### src/catr_pkg.sv
// Package with constants and types for the card answer-to-reset block
package catr_pkg;
  // ****************************************
  // Answer-to-reset bytes
  // ****************************************
  localparam logic [7:0] CATR_TS_DIRECT = 8'h3b; // Initial character, direct convention
  localparam logic [7:0] CATR_T0_BYTE = 8'h9a; // TA1 and TD1 present, ten historical bytes
  localparam logic [7:0] CATR_TA1_BYTE = 8'h96; // Advertised F=512, D=32 (covers D 8 and 16)
  localparam logic [7:0] CATR_TD1_BYTE = 8'h80; // TD2 follows, T=0
  localparam logic [7:0] CATR_TD2_BYTE = 8'h1f; // TA3 follows, T=15 global bytes
  localparam logic [7:0] CATR_TA3_BYTE = 8'hc7; // Clock stop and class indication
  localparam logic [7:0] CATR_CAT_IND = 8'h80; // Category indicator, compact TLV
  localparam logic [7:0] CATR_TAG_CDS = 8'h31; // Card data service tag, length 1
  localparam logic [7:0] CATR_CDS_VAL = 8'ha0; // Card data service value, arbitrary
  localparam logic [7:0] CATR_TAG_CCAP = 8'h73; // Card capabilities tag, length 3
  localparam logic [7:0] CATR_CCAP_VAL = 8'h21; // Card capabilities value, arbitrary
  localparam logic [7:0] CATR_ATR_LEN = 8'h11; // Total bytes including check byte
  localparam logic [7:0] CATR_PPSS = 8'hff; // PPS start byte
  // ****************************************
  // Factor codes
  // ****************************************
  localparam logic [3:0] CATR_FI_372 = 4'h1; // Fi code for 372
  localparam logic [3:0] CATR_FI_512 = 4'h9; // Fi code for 512
  localparam logic [3:0] CATR_DI_1 = 4'h1; // Di code for 1
  localparam logic [3:0] CATR_DI_8 = 4'h4; // Di code for 8
  localparam logic [3:0] CATR_DI_16 = 4'h5; // Di code for 16
  localparam logic CATR_TYPE2 = 1'b0; // Reaction type, 0 = type 1 (specific mode never kept)
  // Card phase
  typedef enum logic [2:0] {CATR_OFF, CATR_SEND_ATR, CATR_PPS_WAIT, CATR_PPS_RX, CATR_PPS_ECHO,
                            CATR_RUN} catr_state_type;
  // Byte of the answer at index i
  function automatic logic [7:0] catr_atr_byte(input logic [4:0] i);
    case (i)
      5'h00: catr_atr_byte = CATR_TS_DIRECT;
      5'h01: catr_atr_byte = CATR_T0_BYTE;
      5'h02: catr_atr_byte = CATR_TA1_BYTE;
      5'h03: catr_atr_byte = CATR_TD1_BYTE;
      5'h04: catr_atr_byte = CATR_TD2_BYTE;
      5'h05: catr_atr_byte = CATR_TA3_BYTE;
      5'h06: catr_atr_byte = CATR_CAT_IND;
      5'h07: catr_atr_byte = CATR_TAG_CDS;
      5'h08: catr_atr_byte = CATR_CDS_VAL;
      5'h09: catr_atr_byte = CATR_TAG_CCAP;
      5'h0a: catr_atr_byte = CATR_CCAP_VAL;
      5'h0b: catr_atr_byte = 8'h00;
      5'h0c: catr_atr_byte = 8'h00;
      5'h0d: catr_atr_byte = 8'h00;
      5'h0e: catr_atr_byte = 8'h00;
      5'h0f: catr_atr_byte = 8'h00;
      default: catr_atr_byte = 8'h00;
    endcase
  endfunction : catr_atr_byte
endpackage : catr_pkg

### src/catr_pps_chk.sv
// Checker of a requested pair of factor codes against the supported set
`timescale 1ns/1ps
module catr_pps_chk
  import catr_pkg::*;
(
  input wire logic [3:0] fi_in, // Requested Fi code
  input wire logic [3:0] di_in, // Requested Di code
  output logic ok_out // Pair is supported
);
  // ****************************************
  // Supported pairs
  // ****************************************
  // Only the three pairs are accepted; others are refused so the card stays on defaults
  always_comb begin
    ok_out = ((fi_in == CATR_FI_372) && (di_in == CATR_DI_1)) ||
             ((fi_in == CATR_FI_512) && ((di_in == CATR_DI_8) || (di_in == CATR_DI_16)));
  end
endmodule : catr_pps_chk

### src/catr_top.sv
// Card-side answer-to-reset, reset-mode and PPS control
//
// Overview of operation
// Answer sent first after every reset
// Terminal accepts other interface and historical bytes
// Answer carries T=15 global interface bytes
// First historical byte is category 80
// Data objects tagged 31 then 73
// Support pairs 372/1, 512/8, 512/16
// First TA byte advertises F and D
// Non-default parameters only after PPS
// Terminal requests only advertised values
// First reset cold, later resets warm
// Cold reset: negotiable mode, security cleared
// Specific mode keeps protocol and factors
// Warm answers identical within one session
// Warm reset clears security status
// Selected flag on verify or command
// Terminal reads power need from responses
// Exactly one reaction type implemented
// Absent first TA means 372 and 1
// Session flag tracks contact activation
`timescale 1ns/1ps
module catr_top
  import catr_pkg::*;
(
  input wire logic sys_clk_in, // System clock 100 MHz
  input wire logic rst_b_in, // Synchronous reset, active low
  input wire logic contact_act_in, // Contacts activated (level)
  input wire logic card_rst_pulse_in, // Terminal reset released (pulse)
  input wire logic rx_valid_in, // Received byte strobe
  input wire logic [7:0] rx_byte_in, // Received byte
  input wire logic tx_ready_in, // Transmitter takes a byte
  input wire logic access_ok_in, // Access condition verified (pulse)
  input wire logic app_cmd_in, // Application command executed (pulse)
  input wire logic no_access_cond_in, // Application needs no access condition
  input wire logic status_cmd_in, // Status command seen (pulse)
  input wire logic app_select_in, // Select command seen (pulse)
  output logic tx_valid_out, // Byte offered to transmitter
  output logic [7:0] tx_byte_out, // Byte to send
  output logic [3:0] fi_out, // Fi code in force
  output logic [3:0] di_out, // Di code in force
  output logic warm_out, // Last reset was warm
  output logic specific_out, // Specific mode
  output logic secure_out, // Security status set
  output logic selected_out, // Application counts as selected
  output logic atr_done_out // Answer finished, protocol may start
);
  catr_state_type state_r; // Card phase
  logic session_r; // Contacts active
  logic [4:0] idx_r; // Byte index in answer or PPS
  logic [7:0] chk_r; // Running check byte
  logic [7:0] pps_r [0:3]; // PPS bytes, index addressed
  logic pps_ok; // Requested pair supported
  logic [7:0] pps_pck; // XOR of received PPS bytes 0 to 2
  // ****************************************
  // Session and cold/warm distinction
  // ****************************************
  // Session set by a reset while contacts active; a reset seen inside a session is warm
  always_ff @(posedge sys_clk_in) begin
    if (!rst_b_in) begin
      session_r <= 1'b0;
      warm_out <= 1'b0;
    end else if (!contact_act_in) begin
      session_r <= 1'b0;
      warm_out <= 1'b0;
    end else if (card_rst_pulse_in) begin
      warm_out <= session_r;
      session_r <= 1'b1;
    end
  end
  // ****************************************
  // Mode and factors
  // ****************************************
  // Type 1 behaviour is fixed, so warm resets also return to negotiable mode
  always_ff @(posedge sys_clk_in) begin
    if (!rst_b_in) begin
      specific_out <= 1'b0;
      fi_out <= CATR_FI_372;
      di_out <= CATR_DI_1;
    end else if (card_rst_pulse_in) begin
      specific_out <= session_r && CATR_TYPE2;
      if (!(session_r && CATR_TYPE2)) begin
        fi_out <= CATR_FI_372;
        di_out <= CATR_DI_1;
      end // keeps fi_out and di_out in specific mode
    end else if (state_r == CATR_PPS_ECHO && idx_r == 5'h03 && tx_ready_in && pps_ok && pps_pck == pps_r[3]) begin
      // Factors move only when the echo confirmed both the pair and the check byte
      fi_out <= pps_r[2][7:4];
      di_out <= pps_r[2][3:0];
    end
  end
  // ****************************************
  // Security and selection
  // ****************************************
  // Clear beats set: both clear on any reset, even with access_ok_in or a command in the same cycle
  always_ff @(posedge sys_clk_in) begin
    if (!rst_b_in || !contact_act_in || card_rst_pulse_in) begin
      secure_out <= 1'b0;
      selected_out <= 1'b0;
    end else begin
      if (access_ok_in) begin
        secure_out <= 1'b1;
        selected_out <= 1'b1;
      end else if (no_access_cond_in && app_cmd_in && !status_cmd_in && !app_select_in) begin
        selected_out <= 1'b1;
      end
    end
  end
  catr_pps_chk u_chk (
    .fi_in(pps_r[2][7:4]),
    .di_in(pps_r[2][3:0]),
    .ok_out(pps_ok)
  );
  assign pps_pck = pps_r[0] ^ pps_r[1] ^ pps_r[2];
  // ****************************************
  // Answer and PPS sequencer
  // ****************************************
  // The answer comes from constants only, so warm answers can never differ
  always_ff @(posedge sys_clk_in) begin
    if (!rst_b_in || !contact_act_in) begin
      state_r <= CATR_OFF;
      idx_r <= 5'h00;
      chk_r <= 8'h00;
      tx_valid_out <= 1'b0;
      tx_byte_out <= 8'h00;
      atr_done_out <= 1'b0;
      for (int k = 0; k < 4; k++) begin
        pps_r[k] <= 8'h00;
      end
    end else if (card_rst_pulse_in) begin
      state_r <= CATR_SEND_ATR;
      idx_r <= 5'h01;
      chk_r <= 8'h00;
      tx_valid_out <= 1'b1;
      tx_byte_out <= catr_atr_byte(5'h00);
      atr_done_out <= 1'b0;
    end else begin
      case (state_r)
        CATR_SEND_ATR: begin
          if (tx_ready_in) begin
            if (idx_r == CATR_ATR_LEN[4:0]) begin
              tx_valid_out <= 1'b0;
              atr_done_out <= 1'b1;
              state_r <= CATR_PPS_WAIT;
            end else begin
              // Check byte excludes TS and closes the string
              if (idx_r == CATR_ATR_LEN[4:0] - 5'h01) begin
                tx_byte_out <= chk_r ^ catr_atr_byte(idx_r - 5'h01);
              end else begin
                tx_byte_out <= catr_atr_byte(idx_r);
              end
              if (idx_r > 5'h01) begin
                chk_r <= chk_r ^ catr_atr_byte(idx_r - 5'h01);
              end
              idx_r <= idx_r + 5'h01;
            end
          end
        end
        CATR_PPS_WAIT: begin
          // Only a PPS start right after the answer opens negotiation
          if (rx_valid_in) begin
            state_r <= (rx_byte_in == CATR_PPSS && !specific_out) ? CATR_PPS_RX : CATR_RUN;
            pps_r[0] <= rx_byte_in;
            idx_r <= 5'h01;
          end
        end
        CATR_PPS_RX: begin
          if (rx_valid_in) begin
            pps_r[idx_r[1:0]] <= rx_byte_in;
            idx_r <= idx_r + 5'h01;
            if (idx_r == 5'h03) begin
              state_r <= CATR_PPS_ECHO;
              idx_r <= 5'h00;
              tx_valid_out <= 1'b1;
              tx_byte_out <= pps_r[0];
            end
          end
        end
        CATR_PPS_ECHO: begin
          // Echo the request when supported and consistent, else send PPSS then three zero bytes
          if (tx_ready_in) begin
            if (idx_r == 5'h03) begin
              tx_valid_out <= 1'b0;
              state_r <= CATR_RUN;
            end else begin
              idx_r <= idx_r + 5'h01;
              if (pps_ok && pps_pck == pps_r[3]) begin
                tx_byte_out <= pps_r[idx_r[1:0] + 2'h1];
              end else begin
                tx_byte_out <= 8'h00;
              end
            end
          end
        end
        CATR_RUN: begin
          tx_valid_out <= 1'b0;
        end
        default: begin
          state_r <= CATR_OFF;
        end
      endcase
    end
  end
  // ****************************************
  // Checks
  // ****************************************
  a_atr_first: assert property (@(posedge sys_clk_in) disable iff (!rst_b_in)
    card_rst_pulse_in && contact_act_in |=> tx_valid_out && tx_byte_out == CATR_TS_DIRECT)
    else $error("Answer does not open with TS");
  a_cold_mode: assert property (@(posedge sys_clk_in) disable iff (!rst_b_in)
    card_rst_pulse_in && !session_r |=> !specific_out && !secure_out && fi_out == CATR_FI_372)
    else $error("Cold reset left non-negotiable state");
  a_warm_flag: assert property (@(posedge sys_clk_in) disable iff (!rst_b_in)
    card_rst_pulse_in && contact_act_in |=> warm_out == $past(session_r))
    else $error("Warm flag wrong");
  a_warm_secure: assert property (@(posedge sys_clk_in) disable iff (!rst_b_in)
    card_rst_pulse_in |=> !secure_out && !selected_out)
    else $error("Security kept over reset");
  a_session_drop: assert property (@(posedge sys_clk_in) disable iff (!rst_b_in)
    !contact_act_in |=> !session_r && state_r == CATR_OFF)
    else $error("Session not dropped");
  a_select_set: assert property (@(posedge sys_clk_in) disable iff (!rst_b_in)
    access_ok_in && contact_act_in && !card_rst_pulse_in |=> selected_out)
    else $error("Selection not flagged");
  a_status_noset: assert property (@(posedge sys_clk_in) disable iff (!rst_b_in)
    $rose(selected_out) |-> $past(access_ok_in) || ($past(app_cmd_in) && !$past(status_cmd_in)))
    else $error("Selection set without cause");
  a_factor_legal: assert property (@(posedge sys_clk_in) disable iff (!rst_b_in)
    $changed(fi_out) && !$past(card_rst_pulse_in) |-> $past(pps_ok) && $past(state_r) == CATR_PPS_ECHO
      && $past(pps_pck) == $past(pps_r[3]))
    else $error("Factors changed outside PPS");
  a_type_one: assert property (@(posedge sys_clk_in) disable iff (!rst_b_in)
    card_rst_pulse_in |=> specific_out == CATR_TYPE2 && (!specific_out || warm_out))
    else $error("Reaction type broken");
  c_cold_atr: cover property (@(posedge sys_clk_in) disable iff (!rst_b_in) $rose(atr_done_out) && !warm_out);
  c_warm_atr: cover property (@(posedge sys_clk_in) disable iff (!rst_b_in) $rose(atr_done_out) && warm_out);
  c_pps_done: cover property (@(posedge sys_clk_in) disable iff (!rst_b_in) $changed(di_out) && state_r == CATR_RUN);
  c_selected: cover property (@(posedge sys_clk_in) disable iff (!rst_b_in) $rose(selected_out));
endmodule : catr_top

### config.mk
export PLATFORM = sky130hd
export DESIGN_NAME = catr_top
export DESIGN_NICKNAME = d
export VERILOG_FILES = /design/src/catr_pkg.sv /design/src/catr_pps_chk.sv /design/src/catr_top.sv
export SDC_FILE = /design/constraint.sdc
export NUM_CORES = 1
export LEC_CHECK = 0
export CAP_MARGIN = 25
export CORE_ASPECT_RATIO = 1.1
export CORE_MARGIN = 2
export CORE_UTILIZATION = 40
export DETAILED_ROUTE_END_ITERATION = 10
export DONT_BUFFER_PORTS = 1
export GPL_TIMING_DRIVEN = 0
export SLEW_MARGIN = 10
export SYNTH_ARGS = -nofsm -noshare
export SYNTH_HDL_FRONTEND = slang
export SYNTH_SLANG_ARGS = --single-unit
### constraint.sdc
create_clock -name sys_clk_in -period 3.9 [get_ports sys_clk_in]
set_input_delay 0.39 -clock sys_clk_in [delete_from_list [all_inputs] [get_ports sys_clk_in]]
set_output_delay 0.39 -clock sys_clk_in [all_outputs]
set_load 0.01 [all_outputs]
======== Yosys cells after proc, flatten, opt, wreduce, memory -nomap -nowiden ========
Memories as Yosys holds them, arrays and structs flattened.
Index checks and enable logic that the tools add are counted.
storage, ports and cells
  memory bits (read-only) ................. 384
  bits in registers ....................... 38
  RAM bits ................................ 32
  memories kept ........................... 4
  bits of input ports ..................... 19
cells by class
  eq/ne operators ......................... 34
  muxes and demuxes ....................... 69
  order comparisons ....................... 1
  reductions and logical operators ........ 37
  add/subtract/negate cells ............... 3
  bitwise operators ....................... 8
memory list
  name              depth  bits a word  read ports  clocked after memory_dff  write ports  RTL line        RTL
  (name not given)  16     8            1           0                         0            catr_pkg.sv:33  case (i)
  (name not given)  16     8            1           0                         0            catr_pkg.sv:33
  (name not given)  16     8            1           0                         0            catr_pkg.sv:33
  pps_r             4      8            5           0                         4            catr_top.sv:53  logic [7:0] pps_r [0:3];
operator list
  kind                                                 count
  two-way mux 8 bit                                    25
  two-way mux 5 bit                                    7
  AND reduction 7 bit                                  5
  bitwise XOR 8 bit                                    4
  two-way mux 3 bit                                    8
  inequality test 3 bit, second input constant         8
  one-hot mux 8 bit (3 select lines)                   1
  two-way mux 1 bit                                    23
  one-hot mux 5 bit (4 select lines)                   1
  inequality test 2 bit, second input constant         9
  AND reduction 8 bit                                  2
  one-hot mux 3 bit (5 select lines)                   1
  equality test 5 bit, second input constant           2
  logical AND 1 bit                                    10
  nonzero test 5 bit                                   2
  equality test 4 x 1 -> 1 bit, second input constant  2
  equality test 4 x 3 -> 1 bit, second input constant  2
  equality test 8 bit                                  1
  equality test 8 bit, second input constant           1
  nonzero test 4 bit                                   2
  OR reduction 8 bit                                   1
  equality test 3 x 2 -> 1 bit, second input constant  2
  equality test 3 bit, second input constant           2
  two-way mux 6 bit                                    1
  21 further kinds                                     30

======== Longest topological paths before layout ========
Gate-level depths: netlist of run 1.
An unclocked memory read counts as a cell.
  depth in word-level cells ............... 15
  depth in mapped cells ................... 12
  mapped depth without buffers ............ 10

======== Cells and area by module ========
Synthesis of run 1 repeated with hierarchy kept, for this count alone.
unflattened totals
  cell total of the unflattened synthesis .. 485
  area total of the unflattened synthesis .. 4395.5 um^2
by module, submodules not included
  module        cells an instance  area each (um^2)  times used  seq. area each (um^2)
  catr_top      481                4360.4            1           1721.7
  catr_pps_chk  4                  35.0              1           0.0

======== Least setup slack after synthesis of run 1 ========
Ideal clock, no wire load.
  kind .................................... flip-flop to flip-flop
  start ................................... reg idx_r[0]
  end ..................................... reg tx_byte_out[0]
  library setup time ...................... 0.132 ns
  path slack .............................. 1.107 ns
  stages on the path, launching flop included .. 12
  arrival time ............................ 2.661 ns
  period minus slack after synthesis ...... 2.793 ns
  path buffers ............................ 2
  cells stage by stage .................... dfxtp_1 -> buf_1 -> inv_1 -> ha_1 -> inv_1 -> ha_1 -> clkbuf_1 -> o21bai_1 -> a211o_1 -> a21oi_1 -> mux2i_1 -> a31oi_1
on the way
  longest elaborated chain between the ends .. 15
  elaborated cells between the ends (all ways) .. 29
  classes of those cells .................. 2 x add/sub; 6 x eq/ne; 16 x mux; 1 x bitwise; 1 x reduce/logical; 3 x memory
RTL lines
  what                                RTL line         RTL
  start: declaration                  catr_top.sv:51   logic [4:0] idx_r;
  start signal: assignment            catr_top.sv:156  idx_r <= idx_r + 5'h01;
  start signal: assignment            catr_top.sv:171  idx_r <= idx_r + 5'h01;
  start signal: assignment            catr_top.sv:187  idx_r <= idx_r + 5'h01;
  subtractor 5 x 1 -> 5 bit           catr_top.sv:149  tx_byte_out <= chk_r ^ catr_atr_byte(idx_r - 5'h01);
  memory (16 x 8 bit)                 -
  two-way mux 8 bit                   catr_pkg.sv:33
  two-way mux 8 bit                   catr_top.sv:148  if (idx_r == CATR_ATR_LEN[4:0] - 5'h01) begin
  two-way mux 8 bit                   catr_top.sv:142  if (idx_r == CATR_ATR_LEN[4:0]) begin
  two-way mux 8 bit                   catr_top.sv:141  if (tx_ready_in) begin
  two-way mux 8 bit                   catr_top.sv:139  case (state_r)
  two-way mux 8 bit                   catr_top.sv:131  end else if (card_rst_pulse_in) begin
  two-way mux 8 bit                   catr_top.sv:121  if (!rst_b_in || !contact_act_in) begin
  bitwise XOR 8 bit                   catr_top.sv:149
  two-way mux 8 bit                   catr_top.sv:148
  two-way mux 8 bit                   catr_top.sv:142
  two-way mux 8 bit                   catr_top.sv:141
  one-hot mux 8 bit (3 select lines)  catr_top.sv:139
  two-way mux 6 bit                   catr_top.sv:131
  end signal: assignment              catr_top.sv:136  tx_byte_out <= catr_atr_byte(5'h00);
  end signal: assignment              catr_top.sv:149
  end signal: assignment              catr_top.sv:151  tx_byte_out <= catr_atr_byte(idx_r);
  end: declaration                    catr_top.sv:40   output logic [7:0] tx_byte_out,
Several ways; a longest one is shown, not always the timed one. The select of a mux whose other input is x is not followed.
A chain may end at the register's enable or synchronous reset.

======== Worst setup path after layout of run 1 ========
  start ................................... reg idx_r[0]
  end ..................................... reg tx_byte_out[7]
on the way
  longest elaborated chain between the ends .. 14
  elaborated cells between the ends (all ways) .. 28
  classes of those cells .................. 2 x add/sub; 6 x eq/ne; 15 x mux; 1 x bitwise; 1 x reduce/logical; 3 x memory
RTL lines
  what                                RTL line
  subtractor 5 x 1 -> 5 bit           catr_top.sv:149
  memory (16 x 8 bit)                 -
  two-way mux 8 bit                   catr_pkg.sv:33
  two-way mux 8 bit                   catr_top.sv:148
  two-way mux 8 bit                   catr_top.sv:142
  two-way mux 8 bit                   catr_top.sv:141
  two-way mux 8 bit                   catr_top.sv:139
  two-way mux 8 bit                   catr_top.sv:131
  two-way mux 8 bit                   catr_top.sv:121
  bitwise XOR 8 bit                   catr_top.sv:149
  two-way mux 8 bit                   catr_top.sv:148
  two-way mux 8 bit                   catr_top.sv:142
  two-way mux 8 bit                   catr_top.sv:141
  one-hot mux 8 bit (3 select lines)  catr_top.sv:139
Several ways; a longest one is shown, not always the timed one. The select of a mux whose other input is x is not followed.

==> metrics.cfg, run 1 <==
[timing]
max_freq_mhz=285.0
setup_viol=0
rsz0062_at_grt=no
skew_ns=0.004341
hold_violations=0
hold_ws_ns=0.1661
fin_crit_ns=3.509
fin_crit_sh_pct=89.98
worst_slew_pin_slew_ns=0.7510
timing.slew.headroom_pct=49.55
drv_slew=0
setup-tns-final_ns=0

[clock_tree]
post-cts-setup-buffers=0
tritoncts=built
htree_num_levels=3
cts_made_buffers=9
cts_sinks=70
root_buffer=clkbuf_16
cts_max_path_buffers=2
ctsHoldBuffers=0
insertion_delay_ns=0.34
cts_resized=0
path_clk_slew_ns=0.06

[placed_design]
port_buffers=0
gp_congestion=0.9272
place_inst=595
place_hpwl_um=8283

[grt]
antenna_found_initial=0
overflow=0
grt_pass1_vias=3423
grt_max_degree=13
grt_first_pass_wirelength_um=17820
grt_usage_pct=20.26

[layout]
fin_util_pct=45.82
num_antenna_cells=0
fin_cells=611
drive_gt1_share_pct=10.68
nets=490
area_delta_synth_final_pct=11.91
fill_cells=1023

[synthesis]
yosys.area.top_type=edfxtp_1
synth_most_common_cell=nor2_1
ys_ff_latch=70
yosys_warnings=0
synth.avg_cell_area_sq_um=9.391
async_flop_share_pct=0
synth_flop_cell=dfxtp_1
syn_inst=451
synth_fp_nets=478
synth.top_cells.by_count=61 x nor2_1, 38 x dfxtp_1, 32 x edfxtp_1
synth_area_sq_um=4235
synth_top_area_share_pct=22.69
ys_seq_area_share_pct=40.65
synth_edf_count=32
synth.area.top_cells=edfxtp_1 23%, dfxtp_1 18%, xnor2_1 6.0%, nor2_1 5.4%, mux4_2 4.3%
yosysUniqueCellTypes=67

[die]
core-area_sq_um=10340
die_area_sq_um=11430
die_h_um=111.9
num_rows=39
ios=41
initial_core_util_pct=40.94
dieWidth_um=102.1

[power]
leakagePower_nw=1.691
p_per_area_nw_per_um2=383.2
peakVddDrop_uv=194.5

[worst_hold_path]
hold_start=access_ok_in
hp-class=input port to flip-flop
holdPathStages=2

[setup_path]
rr_worst_depth=12
critPathArrivalTime_ns=3.72
r2r_start=idx_r[0]
path_class=flip-flop to flip-flop
start_kind=flip-flop
cp_max_fo=10
crit_required_ns=4.11
crit_path_end_kind=flip-flop
crit_path_start=idx_r[0]

[route]
vias=3473
drt-initial-drc-count=208
wl_per_cell_um=18.01
ant_nets=0
routed_wl_um=11000
dr.pass1.iters=5
vias_per_cell=5.684
drcViolationCount=0

[status]
status=finished, final reports clean

[run]
maxCapViolCount=0

[metrics by stage]
stage / cell area (sq um) / power, mW / worst slack (ns)
floorplan: 4235 / 0.9174 / 1.107
global placement: 4414 / 0.9500 / 0.4481
detailed placement: 4419 / 0.9530 / 0.4692
CTS: 4740 / 1.825 / 0.4485
global route: 4740 / 1.871 / 0.07771
finish: 4740 / 1.816 / 0.3909
[sequential cells by signal, summed over array words and instances (netlist names)]
name and cells:
chk_r 8, session_r 1, pps_r 32, di_out 4, warm_out 1, tx_byte_out 8
secure_out 1, selected_out 1, idx_r 5, state_r 3, fi_out 4, atr_done_out 1
tx_valid_out 1
[cell families (layout without fill, tap and decap cells)]
group | count (synthesis) | in the layout | share of synthesized area, %
AND/OR/NAND/NOR | 164 | 164 | 20.06
flip-flops | 70 | 70 | 40.65
XOR/XNOR | 41 | 41 | 8.803
buffers and inverters | 48 | 65 | 4.697
other | 1 | 1 | 0.08854
adder cells (fa/ha/maj) | 8 | 8 | 2.363
multiplexers | 16 | 16 | 6.470
AO/OA/AOI/OAI | 103 | 103 | 16.87
[report_power, final]
part / switching (mW) / total (mW) / leakage (nW) / internal [mW]
combinational: 0.0761 / 0.131 / 0.868 / 0.0547
clock: 0.322 / 0.877 / 0.157 / 0.555
sequential: 0.0218 / 0.808 / 0.665 / 0.786
total: 0.420 / 1.82 / 1.69 / 1.40
[final timing paths]
check | end | slack [ns]
worst max register to register | tx_byte_out[7] | 0.39
worst max-delay path | tx_byte_out[7] | 0.39
worst min register to register | session_r | 0.49
worst min-delay path | secure_out | 0.17
[cell usage in the layout, fill, tap and decap left out, types with 11 or more instances in the layout]
master    count
nor2_1       61
dfxtp_1      38
xnor2_1      29
clkbuf_1     12
and2_1       16
o21ai_0      13
inv_1        20
xor2_1       11
edfxtp_1     32
nand2_1      30
a21oi_1      24
[layer usage]
layer,vias up,share of wire (%),GRT usage (%)
met5,-,0,0
met4,0,2.7,9.333
met3,21,5.7,3.829
met2,112,48,32.41
met1,1670,43,26.33
li1,1670,-,-
[critical path: stages, from the launching register on]
cell and delay, ns:
dfxtp_1 0.51, buf_1 0.43, inv_1 0.28, ha_1 0.36, inv_1 0.08, ha_1 0.26, clkbuf_1 0.24, o21a_1 0.16
o211ai_1 0.22, a21oi_1 0.11, xor2_1 0.19, a221oi_1 0.43, nor3_1 0.10
[cell type report]
class | count | area [sq um] | share of cell area [%]
Inverter | 23 | 86.33 | 1.822
Buffer | 25 | 112.6 | 2.376
Sequential cell | 70 | 1722 | 36.33
Multi-Input combinational cell | 333 | 2315 | 48.84
Clock inverter | 4 | 51.30 | 1.082
Tap cell | 143 | 178.9 | 3.775
Timing Repair Buffer | 1 | 5.005 | 0.1056
Clock buffer | 12 | 269.0 | 5.676
Power figures use the tool's default switching activity.
==> run 2, diff against run 1 <==
--- a/config.mk
+++ b/config.mk
@@ -12,6 +12,7 @@
 export DETAILED_ROUTE_END_ITERATION = 10
 export DONT_BUFFER_PORTS = 1
 export GPL_TIMING_DRIVEN = 0
+export RECOVER_POWER = 100
 export SLEW_MARGIN = 10
 export SYNTH_ARGS = -nofsm -noshare
 export SYNTH_HDL_FRONTEND = slang
==> run 2 against run 1 <==
  * Register-to-register slack got worse by 0.07 ns
  * Clock power hardly changed
  * Critical endpoint is now tx_byte_out[3]
  * Worst hold slack about the same
  * Non-clock buffer count unchanged
  * Wire length up 0.44%
  * Combinational power barely moved
  * Cell area shrank 0.55%
  * First-iteration DRC count up 20%
  * Largest cell class unchanged
  * Setup slack lost 0.066 ns
  * Count of clock-buffer cells in the layout did not move
==> metrics.cfg, run 2 (synthesized netlist as in run 1, its figures left out) <==
[status]
status=finished, final reports clean

[timing]
setup-tns-final_ns=0
hold_violations=0
hold_ws_ns=0.1665
worst_slew_pin_slew_ns=0.8963
drv_slew=0
fin_crit_sh_pct=91.66
timing.slew.headroom_pct=39.69
max_freq_mhz=279.7
setup_viol=0
rsz0062_at_grt=no
skew_ns=0.004825
fin_crit_ns=3.575

[power]
p_seq_share_pct=44.5
p_sw_share_pct=23.22
p_per_area_nw_per_um2=385.6
p_comb_share_pct=7.1
clkPwrFrac_pct=48.4
p_sw_mw=0.4221
p_int_mw=1.395
peakVddDrop_uv=194.2
leakagePower_nw=1.662

[die]
core-area_sq_um=10340
die_h_um=111.9
num_rows=39
die_area_sq_um=11430
initial_core_util_pct=40.94
dieWidth_um=102.1
ios=41

[layout]
fin_cells=611
fill_cells=1031
nets=490
largest_reg_flops=32
layout_commonest_cell=nor2_1
final_cell_mix=61 x nor2_1, 38 x dfxtp_1, 32 x edfxtp_1
fin_util_pct=45.56
top_regs=pps_r: 32 flops, chk_r: 8 flops, tx_byte_out: 8 flops
top_register=pps_r
num_antenna_cells=0
area_delta_synth_final_pct=11.29
drive_gt1_share_pct=8.974

[grt]
grtUsageMet1_pct=26.33
antenna_found_initial=0
overflow=0
grt_usage_pct=20.26
grt_pass1_vias=3423
busiest_layer=met2
gr-usage-met3_pct=3.829
grt_first_pass_wirelength_um=17820
grt.met2_usage_pct=32.41
grt_max_degree=13

[run]
maxCapViolCount=0

[setup_path]
crit_required_ns=4.11
cp_max_fo=10
path_class=flip-flop to flip-flop
critPathArrivalTime_ns=3.79
crit_path_end_kind=flip-flop
start_kind=flip-flop

[clock_tree]
post-cts-setup-buffers=0
tritoncts=built
cts_max_path_buffers=2
cts_made_buffers=9
cts_sinks=70
htree_num_levels=3
cts_resized=0
root_buffer=clkbuf_16
ctsHoldBuffers=0
path_clk_slew_ns=0.06
insertion_delay_ns=0.34

[route]
drt-initial-drc-count=250
ant_nets=0
drcViolationCount=0
dr.pass1.iters=5
routed_wl_um=11050
wl_per_cell_um=18.09
vias_per_cell=5.720
vias=3495

[placed_design]
gp_congestion=0.9272
place_hpwl_um=8283
port_buffers=0
place_inst=595

[worst_hold_path]
hp-class=input port to flip-flop

[run 2: worst max-delay path, cell delays in order (launching register included)]
cell      delay [ns]
dfxtp_1         0.39
clkbuf_1        0.29
inv_1           0.31
ha_1            0.20
clkbuf_1        0.38
nor4bb_1        0.66
a211oi_2        0.10
o21ai_1         0.57
nand2_1         0.27
o21ai_0         0.22
a31oi_1         0.06
[run 2: worst paths after layout]
path | start | to | slack [ns] | depth (start not counted)
max | idx_r[1] | tx_byte_out[3] | 0.33 | 10
min | access_ok_in | secure_out | 0.17 | 2
max reg2reg | idx_r[1] | tx_byte_out[3] | 0.33 | 10
min reg2reg | session_r | session_r | 0.49 | 2
[run 2: layout make-up]
class / count / area (sq um) / share of cell area (%)
Buffer: 25 / 108.9 / 2.310
Clock inverter: 4 / 51.30 / 1.088
Timing Repair Buffer: 1 / 3.754 / 0.07964
Tap cell: 143 / 178.9 / 3.796
Clock buffer: 12 / 269.0 / 5.707
Sequential cell: 70 / 1722 / 36.53
Multi-Input combinational cell: 333 / 2293 / 48.66
Inverter: 23 / 86.33 / 1.832
[run 2: routing by layer]
metal	routed length, um	up-vias
li1	-	1666
met1	4789	1672
met5	0	-
met2	5326	131
met4	285	0
met3	648	26
[run 2: power groups by stage]
stage	sequential [mW]	combinational [mW]	clock (mW)
6_report	0.808	0.129	0.880
5_1_grt	0.810	0.141	0.918
4_1_cts	0.808	0.130	0.888
3_5_place_dp	0.824	0.130	0
3_3_place_gp	0.823	0.127	0
2_1_floorplan	0.815	0.102	0
[run 2: per-stage QoR]
| step | area (sq um) | power (mW) | setup slack [ns] |
|---|---|---|---|
| 5_1_grt | 4713 | 1.870 | 0.07693 |
| 3_5_place_dp | 4419 | 0.9530 | 0.4692 |
| 4_1_cts | 4740 | 1.825 | 0.4485 |
| 6_report | 4713 | 1.817 | 0.3253 |
| 3_3_place_gp | 4414 | 0.9500 | 0.4481 |
| 2_1_floorplan | 4235 | 0.9174 | 1.107 |
==> run 3, diff against run 2 <==
--- a/config.mk
+++ b/config.mk
@@ -6,12 +6,11 @@
 export NUM_CORES = 1
 export LEC_CHECK = 0
 export CAP_MARGIN = 25
-export CORE_ASPECT_RATIO = 1.1
+export CORE_ASPECT_RATIO = 1.4
 export CORE_MARGIN = 2
 export CORE_UTILIZATION = 40
 export DETAILED_ROUTE_END_ITERATION = 10
 export DONT_BUFFER_PORTS = 1
-export GPL_TIMING_DRIVEN = 0
 export RECOVER_POWER = 100
 export SLEW_MARGIN = 10
 export SYNTH_ARGS = -nofsm -noshare
==> run 3 against run 2 <==
  * Combinational power fell by 4%
  * Via count is 3.1% lower
  * Register-to-register slack improved by 0.54 ns
  * Utilization is 1.1 points lower
  * Count of clock-buffer cells in the layout decreased by 3
  * Critical path type unchanged
  * Largest cell class unchanged
==> metrics.cfg, run 3 (synthesized netlist as in run 1, its figures left out) <==
[status]
status=finished, final reports clean

[die]
dieWidth_um=90.97
num_rows=44
die_area_sq_um=11440
initial_core_util_pct=40.92
core-area_sq_um=10350
die_h_um=125.8
ios=41

[timing]
max_freq_mhz=329.7
rsz0062_at_grt=no
hold_violations=0
hold_ws_ns=0.1760
worst_slew_pin_slew_ns=0.9198
drv_slew=0
setup_viol=0
skew_ns=0.008474
timing.slew.headroom_pct=38.60
fin_crit_sh_pct=77.77
fin_crit_ns=3.033
setup-tns-final_ns=0

[clock_tree]
path_clk_slew_ns=0.06
tritoncts=built
htree_num_levels=3
ctsHoldBuffers=0
cts_resized=0
post-cts-setup-buffers=0
cts_max_path_buffers=2
insertion_delay_ns=0.34
cts_sinks=70
root_buffer=clkbuf_16
cts_made_buffers=9

[power]
clkPwrFrac_pct=46.4
peakVddDrop_uv=202.6
p_sw_share_pct=23.63
p_seq_share_pct=46.4
p_per_area_nw_per_um2=377.8
p_sw_mw=0.4113
leakagePower_nw=1.603
p_comb_share_pct=7.2
p_int_mw=1.329

[route]
vias=3387
drt-initial-drc-count=381
dr.pass1.iters=5
routed_wl_um=10980
vias_per_cell=5.790
wl_per_cell_um=18.76
ant_nets=0
drcViolationCount=0

[setup_path]
cp_max_fo=16
crit_path_end_kind=flip-flop
critPathArrivalTime_ns=3.21
path_class=flip-flop to flip-flop
start_kind=flip-flop
rr_worst_depth=10
r2r_start=idx_r[1]
r2r_slack_ns=0.87
r2r-end=tx_byte_out[7]
crit_required_ns=4.08

[layout]
num_antenna_cells=0
final_cell_mix=61 x nor2_1, 38 x dfxtp_1, 32 x edfxtp_1
drive_gt1_share_pct=8.277
fin_cells=585
largest_reg_flops=32
top_register=pps_r
layout_commonest_cell=nor2_1
area_delta_synth_final_pct=8.745
top_regs=pps_r: 32 flops, chk_r: 8 flops, tx_byte_out: 8 flops
nets=469

[placed_design]
place_inst=569
port_buffers=0
place_hpwl_um=8232
gp_congestion=0.8933

[run]
maxCapViolCount=0

[grt]
overflow=0
grt_pass1_vias=3368
grt_max_degree=27
grt_usage_pct=19.89
grt_first_pass_wirelength_um=17940
antenna_found_initial=0

[worst_hold_path]
hold_start=card_rst_pulse_in
holdPathStages=2
hp-class=input port to flip-flop
min_to=session_r

[run 3: changes by cell type in the layout (fill, tap and decap cells not counted), moves of 2 or more]
cell	before	now
and2_0	7	10
and2_1	9	6
buf_2	6	0
clkbuf_1	17	2
clkinv_1	1	3
clkinv_4	0	2
o21ai_1	3	1
[run 3: how the worst max path moves through the flow]
stage             start              to  slack, ns  cells after the start
3_5_place_dp   idx_r[1]  tx_byte_out[6]       0.96                      9
2_1_floorplan  idx_r[0]  tx_byte_out[0]       1.11                     11
6_report       idx_r[1]  tx_byte_out[7]       0.87                     10
3_3_place_gp   idx_r[1]  tx_byte_out[7]       1.00                     10
4_1_cts        idx_r[1]  tx_byte_out[6]       0.92                      9
5_1_grt        idx_r[1]  tx_byte_out[7]       0.58                     10
[run 3: critical path, stage by stage (launching register included)]
cell and delay (ns):
dfxtp_1 0.63, inv_1 0.28, ha_1 0.34, inv_1 0.09, ha_1 0.36, o21a_1 0.17
o211ai_1 0.23, a21oi_1 0.12, xor2_1 0.19, a221oi_1 0.35, nor3_1 0.10
[run 3: cell type report]
| type | instances | area [sq um] |
|---|---|---|
| Inverter | 23 | 86.33 |
| Tap cell | 138 | 172.7 |
| Fill cell | 1048 | 5744 |
| Timing Repair Buffer | 5 | 30.03 |
| Clock inverter | 7 | 65.06 |
| Clock buffer | 9 | 225.2 |
| Multi-Input combinational cell | 333 | 2305 |
| Sequential cell | 70 | 1722 |
[run 3: routing by layer]
metal  GRT usage, %  vias up  wire (um)  share of wire (%)
met3          3.888       24        439                4.0
met2          35.90       97       5874                 54
met4          8.824        0        293                2.7
met1          22.55     1650       4367                 40
li1               -     1616          -                  -
met5              0        -          0                  0
[run 3: power by group through the flow]
| stage | clock (mW) | combinational [mW] | sequential [mW] |
|---|---|---|---|
| floorplan | 0 | 0.102 | 0.815 |
| detailed placement | 0 | 0.125 | 0.824 |
| CTS | 0.818 | 0.125 | 0.808 |
| global placement | 0 | 0.123 | 0.823 |
| global route | 0.853 | 0.135 | 0.810 |
| finish | 0.808 | 0.124 | 0.808 |
[run 3: per-stage QoR]
step | total power [mW] | util, % | setup WS, ns | cell area [sq um]
2_1_floorplan | 0.9174 | - | 1.107 | 4235
3_3_place_gp | 0.9453 | 41.86 | 1.000 | 4333
3_5_place_dp | 0.9483 | 41.86 | 0.9576 | 4333
4_1_cts | 1.751 | 44.67 | 0.9170 | 4623
5_1_grt | 1.798 | 44.50 | 0.5789 | 4606
6_report | 1.740 | 44.50 | 0.8671 | 4606
